**src/verilog/icp_defines.svh**
```systemverilog
// Purpose: named constants of the indexed configuration port
// Assumes: 8-bit locations, 16-bit host I/O addresses
// Notes:   header only, no logic
`ifndef ICP_DEFINES_SVH
`define ICP_DEFINES_SVH

// ----------------------------------------------------------------
// keys and port layout
// ----------------------------------------------------------------
`define ICP_KEY_UNLOCK   8'h55
`define ICP_KEY_LOCK     8'haa
`define ICP_OFS_INDEX    16'h0000
`define ICP_OFS_DATA     16'h0001
`define ICP_BASE_RESET   16'h002e
`define ICP_PTR_RESET    8'h00
`define ICP_BYTE_ZERO    8'h00

// ----------------------------------------------------------------
// global locations
// ----------------------------------------------------------------
`define ICP_GLOBAL_COUNT 48
`define ICP_IDX_LDN      8'h07
`define ICP_IDX_TEST_A   8'h02
`define ICP_IDX_REV      8'h1c
`define ICP_IDX_SUBID    8'h1d
`define ICP_IDX_ID_LO    8'h1e
`define ICP_IDX_ID_HI    8'h1f
`define ICP_IDX_LEGACY   8'h20
`define ICP_IDX_TEST_B   8'h22
`define ICP_IDX_TEST_B_E 8'h23
`define ICP_IDX_TEST_C   8'h25
`define ICP_IDX_GLOB_END 8'h2f
`define ICP_IDX_BANK     8'h30
`define ICP_LDN_RESET    8'h00

// ----------------------------------------------------------------
// logical devices
// ----------------------------------------------------------------
`define ICP_LDN_GLOBAL   8'h3f
`define ICP_LDN_PORT     8'h0c
`define ICP_IDX_BAR_HI   8'h60
`define ICP_IDX_BAR_LO   8'h61

`endif

```
**src/verilog/icp_pkg.sv**
```systemverilog
// Purpose: types of the indexed configuration port
// Assumes: constants live in icp_defines.svh
// Notes:   state of each module is one packed struct
package icp_pkg;

	typedef enum logic [0:0] {
		ICP_LOCKED = 1'b0,
		ICP_OPEN   = 1'b1
	} icp_mode_t;

	typedef struct packed {
		icp_mode_t  mode;
		logic [7:0] ptr;
	} icp_ctl_st_t;

	typedef struct packed {
		logic [1:0] s1;
		logic [1:0] s2;
	} icp_sync_st_t;

	typedef struct packed {
		logic [47:0][7:0] glob;
		logic [7:0]       bar_hi;
		logic [7:0]       bar_lo;
		logic [7:0]       io_rdata;
		logic             io_rvalid;
		logic             io_bank_wait;
		logic [7:0]       ec_rdata;
		logic             ec_rvalid;
		logic [7:0]       bank_ldn;
		logic [7:0]       bank_index;
		logic [7:0]       bank_wdata;
		logic             bank_wr;
		logic             bank_rd;
	} icp_top_st_t;

endpackage

```
**src/verilog/icp_if.sv**
```systemverilog
// Purpose: carrier between the port core and its access control
// Assumes: one clock, ref_clk
// Notes:   core drives strobes, control answers with mode and pointer
`timescale 1ns/1ns
interface icp_if;
	logic                 idx_wr;
	logic [7:0]           wdata;
	logic                 host_reset;
	icp_pkg::icp_mode_t   mode;
	logic [7:0]           ptr;

	modport core (output idx_wr, output wdata, output host_reset, input mode, input ptr);
	modport ctl  (input idx_wr, input wdata, input host_reset, output mode, output ptr);
endinterface

```
**src/verilog/icp_access_ctl.sv**
```systemverilog
// Purpose: configuration access state and index pointer
// Assumes: idx_wr is a one-cycle strobe for a host write to the index port
// Notes:   keys act only from the opposite state
`timescale 1ns/1ns
`include "icp_defines.svh"
module icp_access_ctl (
	input  wire logic ref_clk,
	input  wire logic rst,
	icp_if.ctl        bus
);
	icp_pkg::icp_ctl_st_t st_ff;
	icp_pkg::icp_ctl_st_t nxt_st;

	always_comb begin
		nxt_st = st_ff;
		if (bus.idx_wr) begin
			if (st_ff.mode == icp_pkg::ICP_LOCKED) begin
				if (bus.wdata == `ICP_KEY_UNLOCK) begin
					nxt_st.mode = icp_pkg::ICP_OPEN;
				end
			end else if (bus.wdata == `ICP_KEY_LOCK) begin
				nxt_st.mode = icp_pkg::ICP_LOCKED;
			end else begin
				nxt_st.ptr = bus.wdata;
			end
		end
	end

	always_ff @(posedge ref_clk) begin
		if (rst || bus.host_reset) begin
			st_ff <= '{mode: icp_pkg::ICP_LOCKED, ptr: `ICP_PTR_RESET};
		end else begin
			st_ff <= nxt_st;
		end
	end

	assign bus.mode = st_ff.mode;
	assign bus.ptr  = st_ff.ptr;
endmodule

```
**src/verilog/icp_config_port.sv**
```systemverilog
// Purpose: index/data configuration port with global and per-device banks
// Assumes: host I/O strobes and device bank answers share ref_clk
// Notes:   rst is the power-on system reset; host reset arrives as pins
//
// Operation
// access state is disabled after reset; locked data reads are undefined
// index port holds a pointer; data port reaches the pointed location
// pointer resets to zero so first data read returns location zero
// index at base plus zero, data at base plus one, base 002Eh
// base address relocates through bar of logical device Ch
// unlock key 55h at index port enables access when disabled
// lock key AAh at index port disables access when enabled
// system reset or host reset forces access disabled
// ports act only while enabled; otherwise only the unlock key counts
// host enables access, programs registers, then disables access
// 48 global locations 00h-2Fh reachable whatever device is selected
// each logical device has up to 208 locations
// global 07h holds device number selecting the reachable bank
// host selects device through 07h then indexes the bank
// device number 3Fh gives global access with global indices
// embedded controller reaches globals directly by memory offset
// reserved globals ignore writes and read zero
// 1Ch-1Fh read-only revision, sub id and 16-bit device id
// 20h read-only legacy identification byte
// host must leave vendor test locations unchanged
// block raises no interrupt
// selected device bank appears at indices 30h-FFh
// host reset when supply is off or host resets its interface
// enabled index writes other than lock load the pointer
`timescale 1ns/1ns
`include "icp_defines.svh"
module icp_config_port #(
	parameter logic [7:0]  REV_VALUE    = 8'h01, // arbitrary
	parameter logic [7:0]  SUBID_VALUE  = 8'h02, // arbitrary
	parameter logic [15:0] DEVID_VALUE  = 16'h1234, // arbitrary
	parameter logic [7:0]  LEGACY_VALUE = 8'h5a // arbitrary
) (
	input  wire logic        ref_clk,
	input  wire logic        rst,
	input  wire logic        main_supply_off,
	input  wire logic        host_if_reset,
	input  wire logic [15:0] io_addr,
	input  wire logic        io_wr,
	input  wire logic        io_rd,
	input  wire logic [7:0]  io_wdata,
	output logic             io_claim,
	output logic [7:0]       io_rdata,
	output logic             io_rvalid,
	input  wire logic [7:0]  ec_addr,
	input  wire logic        ec_wr,
	input  wire logic        ec_rd,
	input  wire logic [7:0]  ec_wdata,
	output logic [7:0]       ec_rdata,
	output logic             ec_rvalid,
	output logic [7:0]       bank_ldn,
	output logic [7:0]       bank_index,
	output logic [7:0]       bank_wdata,
	output logic             bank_wr,
	output logic             bank_rd,
	input  wire logic [7:0]  bank_rdata,
	output logic             cfg_open,
	output logic [15:0]      port_base
);
	// ----------------------------------------------------------------
	// helpers
	// ----------------------------------------------------------------
	// vendor test locations keep what is written; host must not touch them
	function automatic logic is_test(input logic [7:0] idx);
		is_test = (idx == `ICP_IDX_TEST_A) ||
			(idx >= `ICP_IDX_TEST_B && idx <= `ICP_IDX_TEST_B_E) ||
			(idx >= `ICP_IDX_TEST_C && idx <= `ICP_IDX_GLOB_END);
	endfunction

	function automatic logic is_global(input logic [7:0] idx);
		is_global = idx < `ICP_IDX_BANK;
	endfunction

	function automatic logic glob_writable(input logic [7:0] idx);
		glob_writable = (idx == `ICP_IDX_LDN) || is_test(idx);
	endfunction

	function automatic logic [7:0] glob_read(input logic [47:0][7:0] g, input logic [7:0] idx);
		case (idx)
			`ICP_IDX_REV:    glob_read = REV_VALUE;
			`ICP_IDX_SUBID:  glob_read = SUBID_VALUE;
			`ICP_IDX_ID_LO:  glob_read = DEVID_VALUE[7:0];
			`ICP_IDX_ID_HI:  glob_read = DEVID_VALUE[15:8];
			`ICP_IDX_LEGACY: glob_read = LEGACY_VALUE;
			default: begin
				if (glob_writable(idx)) begin
					glob_read = g[idx[5:0]];
				end else begin
					glob_read = `ICP_BYTE_ZERO;
				end
			end
		endcase
	endfunction

	// ----------------------------------------------------------------
	// state and submodules
	// ----------------------------------------------------------------
	icp_pkg::icp_top_st_t st_ff;
	icp_pkg::icp_top_st_t nxt_st;
	icp_if                acc ();
	logic                 host_reset;
	logic [15:0]          base;
	logic                 hit_index;
	logic                 hit_data;
	logic                 open;
	logic [7:0]           ptr;
	logic [7:0]           ldn;
	logic                 port_bar;

	icp_reset_sync u_sync (
		.ref_clk         (ref_clk),
		.rst             (rst),
		.main_supply_off (main_supply_off),
		.host_if_reset   (host_if_reset),
		.host_reset      (host_reset)
	);

	icp_access_ctl u_ctl (
		.ref_clk (ref_clk),
		.rst     (rst),
		.bus     (acc.ctl)
	);

	// ----------------------------------------------------------------
	// host decode
	// ----------------------------------------------------------------
	assign base      = {st_ff.bar_hi, st_ff.bar_lo};
	assign hit_index = io_addr == base + `ICP_OFS_INDEX;
	assign hit_data  = io_addr == base + `ICP_OFS_DATA;
	assign io_claim  = (io_wr || io_rd) && (hit_index || hit_data);

	assign acc.idx_wr     = io_wr && hit_index;
	assign acc.wdata      = io_wdata;
	assign acc.host_reset = host_reset;
	assign open           = acc.mode == icp_pkg::ICP_OPEN;
	assign ptr            = acc.ptr;
	assign ldn            = st_ff.glob[`ICP_IDX_LDN];
	assign port_bar       = (ldn == `ICP_LDN_PORT) &&
		(ptr == `ICP_IDX_BAR_HI || ptr == `ICP_IDX_BAR_LO);

	// ----------------------------------------------------------------
	// next state
	// ----------------------------------------------------------------
	always_comb begin
		nxt_st           = st_ff;
		nxt_st.io_rvalid = 1'b0;
		nxt_st.ec_rvalid = 1'b0;
		nxt_st.bank_wr   = 1'b0;
		nxt_st.bank_rd   = 1'b0;

		// device bank answer arrives one cycle after the request
		if (st_ff.io_bank_wait) begin
			nxt_st.io_bank_wait = 1'b0;
			nxt_st.io_rdata     = bank_rdata;
			nxt_st.io_rvalid    = 1'b1;
		end

		// embedded controller path needs no unlock
		if (ec_wr && ec_addr < `ICP_IDX_BANK && glob_writable(ec_addr)) begin
			nxt_st.glob[ec_addr[5:0]] = ec_wdata;
		end
		if (ec_rd) begin
			nxt_st.ec_rvalid = 1'b1;
			nxt_st.ec_rdata  = is_global(ec_addr) ? glob_read(st_ff.glob, ec_addr) : `ICP_BYTE_ZERO;
		end

		// host index port read shows pointer only while enabled
		if (io_rd && hit_index) begin
			nxt_st.io_rvalid = 1'b1;
			nxt_st.io_rdata  = open ? ptr : `ICP_BYTE_ZERO;
		end

		// host data port; host wins over a same-cycle controller write
		if (hit_data && (io_wr || io_rd)) begin
			if (!open) begin
				if (io_rd) begin
					nxt_st.io_rvalid = 1'b1;
					nxt_st.io_rdata  = `ICP_BYTE_ZERO;
				end
			end else if (is_global(ptr)) begin
				if (io_wr && glob_writable(ptr)) begin
					nxt_st.glob[ptr[5:0]] = io_wdata;
				end
				if (io_rd) begin
					nxt_st.io_rvalid = 1'b1;
					nxt_st.io_rdata  = glob_read(st_ff.glob, ptr);
				end
			end else if (port_bar) begin
				if (io_wr && ptr == `ICP_IDX_BAR_HI) begin
					nxt_st.bar_hi = io_wdata;
				end
				if (io_wr && ptr == `ICP_IDX_BAR_LO) begin
					nxt_st.bar_lo = io_wdata;
				end
				if (io_rd) begin
					nxt_st.io_rvalid = 1'b1;
					nxt_st.io_rdata  = (ptr == `ICP_IDX_BAR_HI) ? st_ff.bar_hi : st_ff.bar_lo;
				end
			end else if (ldn == `ICP_LDN_GLOBAL) begin
				// global view has no bank above 2Fh
				if (io_rd) begin
					nxt_st.io_rvalid = 1'b1;
					nxt_st.io_rdata  = `ICP_BYTE_ZERO;
				end
			end else begin
				nxt_st.bank_ldn   = ldn;
				nxt_st.bank_index = ptr;
				nxt_st.bank_wdata = io_wdata;
				nxt_st.bank_wr    = io_wr;
				nxt_st.bank_rd    = io_rd;
			end
		end
		if (st_ff.bank_rd) begin
			nxt_st.io_bank_wait = 1'b1;
		end
	end

	// ----------------------------------------------------------------
	// registers
	// ----------------------------------------------------------------
	always_ff @(posedge ref_clk) begin
		if (rst) begin
			st_ff        <= '0;
			st_ff.bar_hi <= 8'(`ICP_BASE_RESET >> 8);
			st_ff.bar_lo <= 8'(`ICP_BASE_RESET);
			st_ff.glob[`ICP_IDX_LDN] <= `ICP_LDN_RESET;
		end else begin
			st_ff <= nxt_st;
		end
	end

	// ----------------------------------------------------------------
	// outputs; there is no interrupt output at all
	// ----------------------------------------------------------------
	assign io_rdata   = st_ff.io_rdata;
	assign io_rvalid  = st_ff.io_rvalid;
	assign ec_rdata   = st_ff.ec_rdata;
	assign ec_rvalid  = st_ff.ec_rvalid;
	assign bank_ldn   = st_ff.bank_ldn;
	assign bank_index = st_ff.bank_index;
	assign bank_wdata = st_ff.bank_wdata;
	assign bank_wr    = st_ff.bank_wr;
	assign bank_rd    = st_ff.bank_rd;
	assign cfg_open   = open;
	assign port_base  = base;
endmodule

```
**src/verilog/icp_reset_sync.sv**
```systemverilog
// Purpose: bring the host reset causes into the ref_clk domain
// Assumes: both causes are asynchronous levels, active high
// Notes:   output is high while either synchronised cause is high
`timescale 1ns/1ns
module icp_reset_sync (
	input  wire logic ref_clk,
	input  wire logic rst,
	input  wire logic main_supply_off,
	input  wire logic host_if_reset,
	output logic      host_reset
);
	icp_pkg::icp_sync_st_t st_ff;
	icp_pkg::icp_sync_st_t nxt_st;

	always_comb begin
		nxt_st    = st_ff;
		nxt_st.s1 = {main_supply_off, host_if_reset};
		nxt_st.s2 = st_ff.s1;
	end

	always_ff @(posedge ref_clk) begin
		if (rst) begin
			st_ff <= '0;
		end else begin
			st_ff <= nxt_st;
		end
	end

	// either cause counts as host reset
	assign host_reset = |st_ff.s2;
endmodule
```
**config.mk**
```make
export PLATFORM = sky130hd
export DESIGN_NAME = icp_config_port
export DESIGN_NICKNAME = d
export VERILOG_FILES = /design/src/verilog/icp_pkg.sv /design/src/verilog/icp_if.sv /design/src/verilog/icp_access_ctl.sv /design/src/verilog/icp_config_port.sv /design/src/verilog/icp_reset_sync.sv
export VERILOG_INCLUDE_DIRS = /design/src /design/src/verilog
export SDC_FILE = /design/constraint.sdc
export NUM_CORES = 1
export LEC_CHECK = 0
export ABC_AREA = 1
export BUFFER_PORTS_ARGS = -buffer_cell sky130_fd_sc_hd__buf_2
export CAP_MARGIN = 20
export CORE_MARGIN = 10
export CORE_UTILIZATION = 37
export CTS_CLUSTER_DIAMETER = 50
export DETAILED_ROUTE_END_ITERATION = 8
export SETUP_SLACK_MARGIN = 0.15
export SYNTH_ARGS = -nofsm -noshare
export SYNTH_HDL_FRONTEND = slang
export SYNTH_SLANG_ARGS = --single-unit
```
**constraint.sdc**
```tcl
create_clock -name ref_clk -period 2.9 [get_ports ref_clk]
set_clock_uncertainty 0.15 [all_clocks]
set_input_delay 0.145 -clock ref_clk [delete_from_list [all_inputs] [get_ports ref_clk]]
set_output_delay 0.145 -clock ref_clk [all_outputs]
set_load 0.005 [all_outputs]
```
After elaboration in Yosys (flattened, before gate mapping) --
Index checks and enable logic that the tools add are counted.
Storage, ports and cells: register bits after elaboration 458, latch bits 0, memory bits (writable) 0, memory bits (read-only) 0, bits of input ports 56, output and inout port bits 62, word-level logic and storage cells 179, memories 0
Cells by class: $add $sub $neg 1, $mul 0, divide/modulo/power cells 0, magnitude comparators 14, equal/unequal tests 22, shift operators 0, multiplexer cells 40, bitwise logic cells 6, reductions and logical operators 32
Operator list (number):
- $mux 384 | 3
- $bwmux 384 | 2
- $mux 409 | 1
- $mux 400 | 1
- $bmux 8 s6 | 2
- $demux 8 s6 | 2
- $mux 8 | 11
- $pmux 8 s5 | 2
- $mux 9 | 8
- $eq 8x5->1 const B | 8
- $eq 16x16->1 | 2
- $ge 8x6->1 const B | 4
- $le 8x6->1 const B | 4
- $mux 16 | 2
- $eq 8x6->1 const B | 3
- $eq 8x7->1 const B | 3
- $add 16x1->16 const B | 1
- $eq 8x2->1 const B | 2
- $eq 8x3->1 const B | 2
- $logic_and 1x1->1 | 16
- $lt 8x6->1 const B | 2
- $reduce_and 5->1 | 3
- $lt 6x7->1 const B | 2
- $ge 6x1->1 const B | 2
- other kinds (9) | 27

Depth between registers and ports, before layout --
word-level depth 12, depth in mapped cells 18, gate-level depth less buffers 16

Cells and area by module --
A second synthesis with hierarchy kept.
Second synthesis, totals: cells, all modules 3649, area total of the unflattened synthesis 22622.9 µm²
By module, submodules not included:
- icp_config_port | instances 1, cells each 3564, area an instance 22011.1 µm², seq. area each 7947.6 µm²
- icp_access_ctl | instances 1, cells each 70, area an instance 490.5 µm², seq. area each 180.2 µm²
- icp_reset_sync | instances 1, cells each 15, area an instance 121.4 µm², seq. area each 80.1 µm²

Worst setup path after synthesis --
Ideal clock, no wire load.
path type register to register, start reg st_ff (netlist bit port_base[1]), end reg st_ff (netlist bit port_base[13]), setup time 0.119 ns, arrival time 2.115 ns, slack 0.516 ns, cell stages (with the launch flop) 17, path buffers 2, cell sequence dfxtp_1 > ha_1 > nand3_2 > inv_2 > nand2_2 > nor2_4 > nand2_1 > nand2_2 > nand4_2 > nor2_2 > nand2_4 > nor2_8 > buf_6 > nand2_2 > buf_2 > o21ai_0 > a21oi_1
Between the ends: cells in the longest elaborated chain, start to end 4
Ends and longest elaborated chain:
- start: declaration | line icp_config_port.sv:102 | icp_pkg::icp_top_st_t st_ff;
- start signal: assignment | line icp_config_port.sv:232 | st_ff <= nxt_st;
- $add 16x1->16 (no source line)
- $eq 16x16->1 (no source line)
- $logic_and 1x1->1 | line icp_config_port.sv:178 | if (hit_data && (io_wr || io_rd)) begin
- $reduce_and 5->1 (no source line)
Every way passes these cells. A chain may end at the register's enable or synchronous reset.

Worst setup path after layout --
start reg u_ctl.st_ff (netlist bit u_ctl.bus.ptr[1]), end reg st_ff (netlist bit io_rdata[5])
Between the ends: cells in the longest elaborated chain, start to end 11, elaborated cells on any way between the ends 32
Ends and longest elaborated chain:
- start: declaration | line icp_access_ctl.sv:11 | icp_pkg::icp_ctl_st_t st_ff;
- start signal: assignment | line icp_access_ctl.sv:31 | st_ff <= '{mode: icp_pkg::ICP_LOCKED, ptr: `ICP_PTR_RESET};
- start signal: assignment | line icp_access_ctl.sv:33 | st_ff <= nxt_st;
- $ge 8x6->1 (no source line) / $le 8x6->1 (equally long branches)
- $logic_and 1x1->1 (no source line)
- $logic_or 1x1->1 (2 in series) | line icp_config_port.sv:69 | is_test = (idx == `ICP_IDX_TEST_A) ||
- $logic_or 1x1->1 | line icp_config_port.sv:79 | glob_writable = (idx == `ICP_IDX_LDN) || is_test(idx);
- $mux 8 | line icp_config_port.sv:90 | if (glob_writable(idx)) begin
- $pmux 8 s5 | line icp_config_port.sv:83 | case (idx)
- $mux 9 | line icp_config_port.sv:188 | if (io_rd) begin
- $mux 9 * | line icp_config_port.sv:184 | end else if (is_global(ptr)) begin
- $mux 9 * | line icp_config_port.sv:179 | if (!open) begin
- $mux 409 * | line icp_config_port.sv:178
Every way passes the cells marked *; elsewhere a longest branch is shown, timed or not. The select of a mux whose other input is x is not followed.

==> summary.md <==
| Metric | Value |
|---|---|
| Port Buffers | between 100 and 150 |
| Antenna violations before repair | 1 |
| Final Hold Vio Count | 0 |
| Worst skew pair latency | 600 ps |
| Fmax | approximately 380 MHz |
| Netlist Area Pre-Place | 20010 um^2 |
| Setup violations, final | 0 |
| Max-cap violation count | 0 |
| Synth warn | 0 |
| Initial drt markers | roughly 2500 |
| Vias/cell | 5.271 |
| Total congestion overflow | 0 |
| Pwr Density | a little over 500 nW/um^2 |
| Worst Path Required | ~3200 ps |
| Sequential element share of the synthesized area | 0.3621 |
| M1 GR Usage | 0.3026 |
| Most Crowded Layer GR | met2 |
| Die X | 252.6 um |
| Period Utilization, post-route | 0.9130 |
| Hpwl dp | between 40000 and 50000 um |
| Largest net degree at the start of global routing | slightly below 200 |
| Final core occ | 0.4369 |
| Gr usage total | 0.2242 |
| CP arrival | 2920 ps |
| Nature of the critical path startpoint | register |
| Slew margin rel. | 0.3612 |
| Post-synthesis instance total | between 3000 and 4000 |
| #FFs+latches synth | 362 |
| Worst-path clk slew | about 60 ps |
| Antenna-violating nets left | 0 |
| CP endpoint | io_rdata[5] |
| Fillcell total | roughly 5600 |
| Row count | 85 |
| R2R depth | 13 |
| Clk root buf | clkbuf_16 |
| Max clock buf depth | 3 |
| Placer Congestion | 0.9743 |
| Unique cell type count in the Yosys netlist | 48 |
| Critical Path End Type | register |
| Syn Area/Cell | between 6 and 7 um^2 |
| Layout cells sized above 1 | 0.1250 |
| TritonCTS clock tree | yes |
| RSZ-0062 raised after global routing | yes |
| Least-Margin Pin Slew | 958.2 ps |
| Clk sinks | roughly 360 |
| Worst-path fanout max | 19 |
| First-pass GRT wire length | 112600 um |
| Number of global-route vias before repair | 19090 |
| Top Ports | around 120 |
| Final Net Count | about 3300 |
| H-tree lvl count | 2 |
| CTS Buf Count | 47 |
| Die area | 63790 um^2 |
| Core area | 53710 um^2 |
| Min cycle time layout | 2648 ps |
| Die height | 252.6 um |
| Crit Path Category | reg2reg |
| Pins Over Slew Limit | 0 |
| Crit Reg-Reg Startpoint | u_ctl.bus.ptr[1] |
| Final WL | 74750 um |
| Area delta synth->final | 17.25% |
| DR pass1 iterations | 6 |
| Worst setup startpoint | u_ctl.bus.ptr[1] |
| Met2 usage | 0.3549 |
| VDD IR max | slightly above 0.0004 V |
| Reg-to-Reg End | io_rdata[5] |
| Sum Neg Setup Slack | 0 ps |
| Global Route met3 Usage | 0.03557 |
| Syn_nets | between 3000 and 4000 |
| Starting density of the core | 0.3726 |
| Outcome | finished clean |
| Area occupied by multi-input gates | 10510 um^2 |
| Leakage power figure | approximately 9.9 nW |
| Vias | between 20000 and 25000 |
| FF/Latch Area | about 7300 um^2 |
| Reg2Reg Setup Slack | between 200 and 300 ps |
| Worst Hold Class | in2reg |
| Drt wl/cell | around 19 um |
| Hold slack | 50.95 ps |
| # DRC | 0 |
[cell type report]
type / count / area share
diodes: 1 / 0.0001066
inverters: 308 / 0.04948
clock buffers: 60 / 0.05566
well taps: 696 / 0.03711
clock inverters: 28 / 0.01482
repair buffers: 258 / 0.08579
flip-flops and latches: 362 / 0.3094
multi-input cells: 2263 / 0.4476
[synth_stat cells, drive strengths merged]
cell type	n	area, um^2
nand3	100	585.6
and3	1	6.260
xnor2	10	87.58
a21oi	156	780.8
o221ai	2	17.52
nor2	722	2785
ha	1	12.51
o22ai	89	556.8
nor3	89	455.4
nand4	47	300.3
a31oi	6	37.54
o21bai	1	7.510
xor2	12	105.1
a221oi	2	17.52
a211oi	8	60.06
nand2	701	2706
clkbuf	132	495.5
or2	2	12.51
nor4	4	31.28
o211ai	2	15.01
inv	305	1145
a22o	2	17.52
clkinv	3	11.26
a22oi	47	352.8
nand3b	4	30.03
dfxtp	362	7247
o2111ai	3	26.28
a21boi	2	15.01
o21a	1	7.510
o21ai	247	1274
buf	118	812.0
[cell families after synthesis]
logic type / after synthesis / synth area share
AOI/OAI and AO/OA: 568 / 0.1592
buffers and inverters: 558 / 0.1231
and+or+nand+nor: 1670 / 0.3454
DFF: 362 / 0.3621
adders and majority gates: 1 / 0.0006251
xor gates and xnor gates: 22 / 0.009627
[timing repair]
item,in CTS,in global routing
hold endpoints to repair,139,0
pin swaps,1,8
setup buffers,3,6
gates resized for setup,0,55
setup endpoints to repair,17,143
hold buffers,29,0
cloned,0,2
[layout by cell type, fill, tap and decap left out, types with 16 or more instances in the layout]
master           n
nand4_1         46
buf_12          22
o21ai_1         31
a21oi_1        156
buf_4           86
dlygate4sd3_1   29
buf_2          116
o21ai_2         16
nor3_1          84
nand3_1         89
o21ai_0        200
a22oi_1         47
clkbuf_16       48
o22ai_1         89
nand2_1        681
inv_1          294
nor2_1         705
dfxtp_1        353
[registers in the layout, summed over array words and instances, names as in the netlist]
register	count
bank_index	8
bank_rd	1
u_ctl.bus.ptr	8
io_rvalid	1
st_ff	281
ec_rvalid	1
ldn	8
bank_ldn	8
u_sync.st_ff	2
bank_wr	1
io_rdata	8
port_base	16
u_sync.nxt_st	2
ec_rdata	8
bank_wdata	8
u_ctl.bus.mode	1
[report_power, final]
part / switching (mW) / internal (mW)
sequential: 0.00202 / 4.98
combinational: 0.508 / 0.185
clock: 2.43 / 3.75
total: 2.94 / 8.92
[worst max-delay path, stage by stage (launching register included)]
cell and delay, ps:
dfxtp_1 450, buf_4 250, nor2_2 70, buf_12 160, a22oi_1 270, nand2_1 150
nand2_1 90, nand3_1 110, nor2_1 250, nor2_1 80, nand3_1 120, nand3_1 120
nand3_1 110, a21oi_1 70
[worst min path at each step]
stage	endpoint	slack, ps	start	depth (start not counted)
CTS	st_ff[84]	10	io_wdata[7]	3
floorplan	u_sync.nxt_st[0]	100	host_if_reset	2
finish	ec_rdata[7]	50	ec_addr[4]	6
global placement	u_sync.nxt_st[1]	200	main_supply_off	3
detailed placement	u_sync.nxt_st[1]	210	main_supply_off	3
global route	st_ff[412]	40	io_wdata[7]	3
[metrics by stage]
step / setup WS, ps / std cells / area [um^2] / power, mW
6_report: 252.2 / 3976 / 23470 / 11.86
5_1_grt: 113.3 / 3976 / 23470 / 12.17
4_1_cts: 141.1 / 3967 / 23190 / 11.92
3_5_place_dp: 89.97 / 3847 / 21210 / 5.731
3_3_place_gp: 104.0 / 3847 / 21210 / 5.734
2_1_floorplan: 515.9 / 3181 / 20010 / 5.433
[routing by layer]
| metal | part of all wire | vias up |
|---|---|---|
| met5 | 0 | - |
| met4 | 0.032 | 0 |
| met3 | 0.082 | 159 |
| met2 | 0.45 | 882 |
| met1 | 0.44 | 9649 |
| li1 | - | 10270 |
Note: power is estimated with default switching activity, not from simulation.
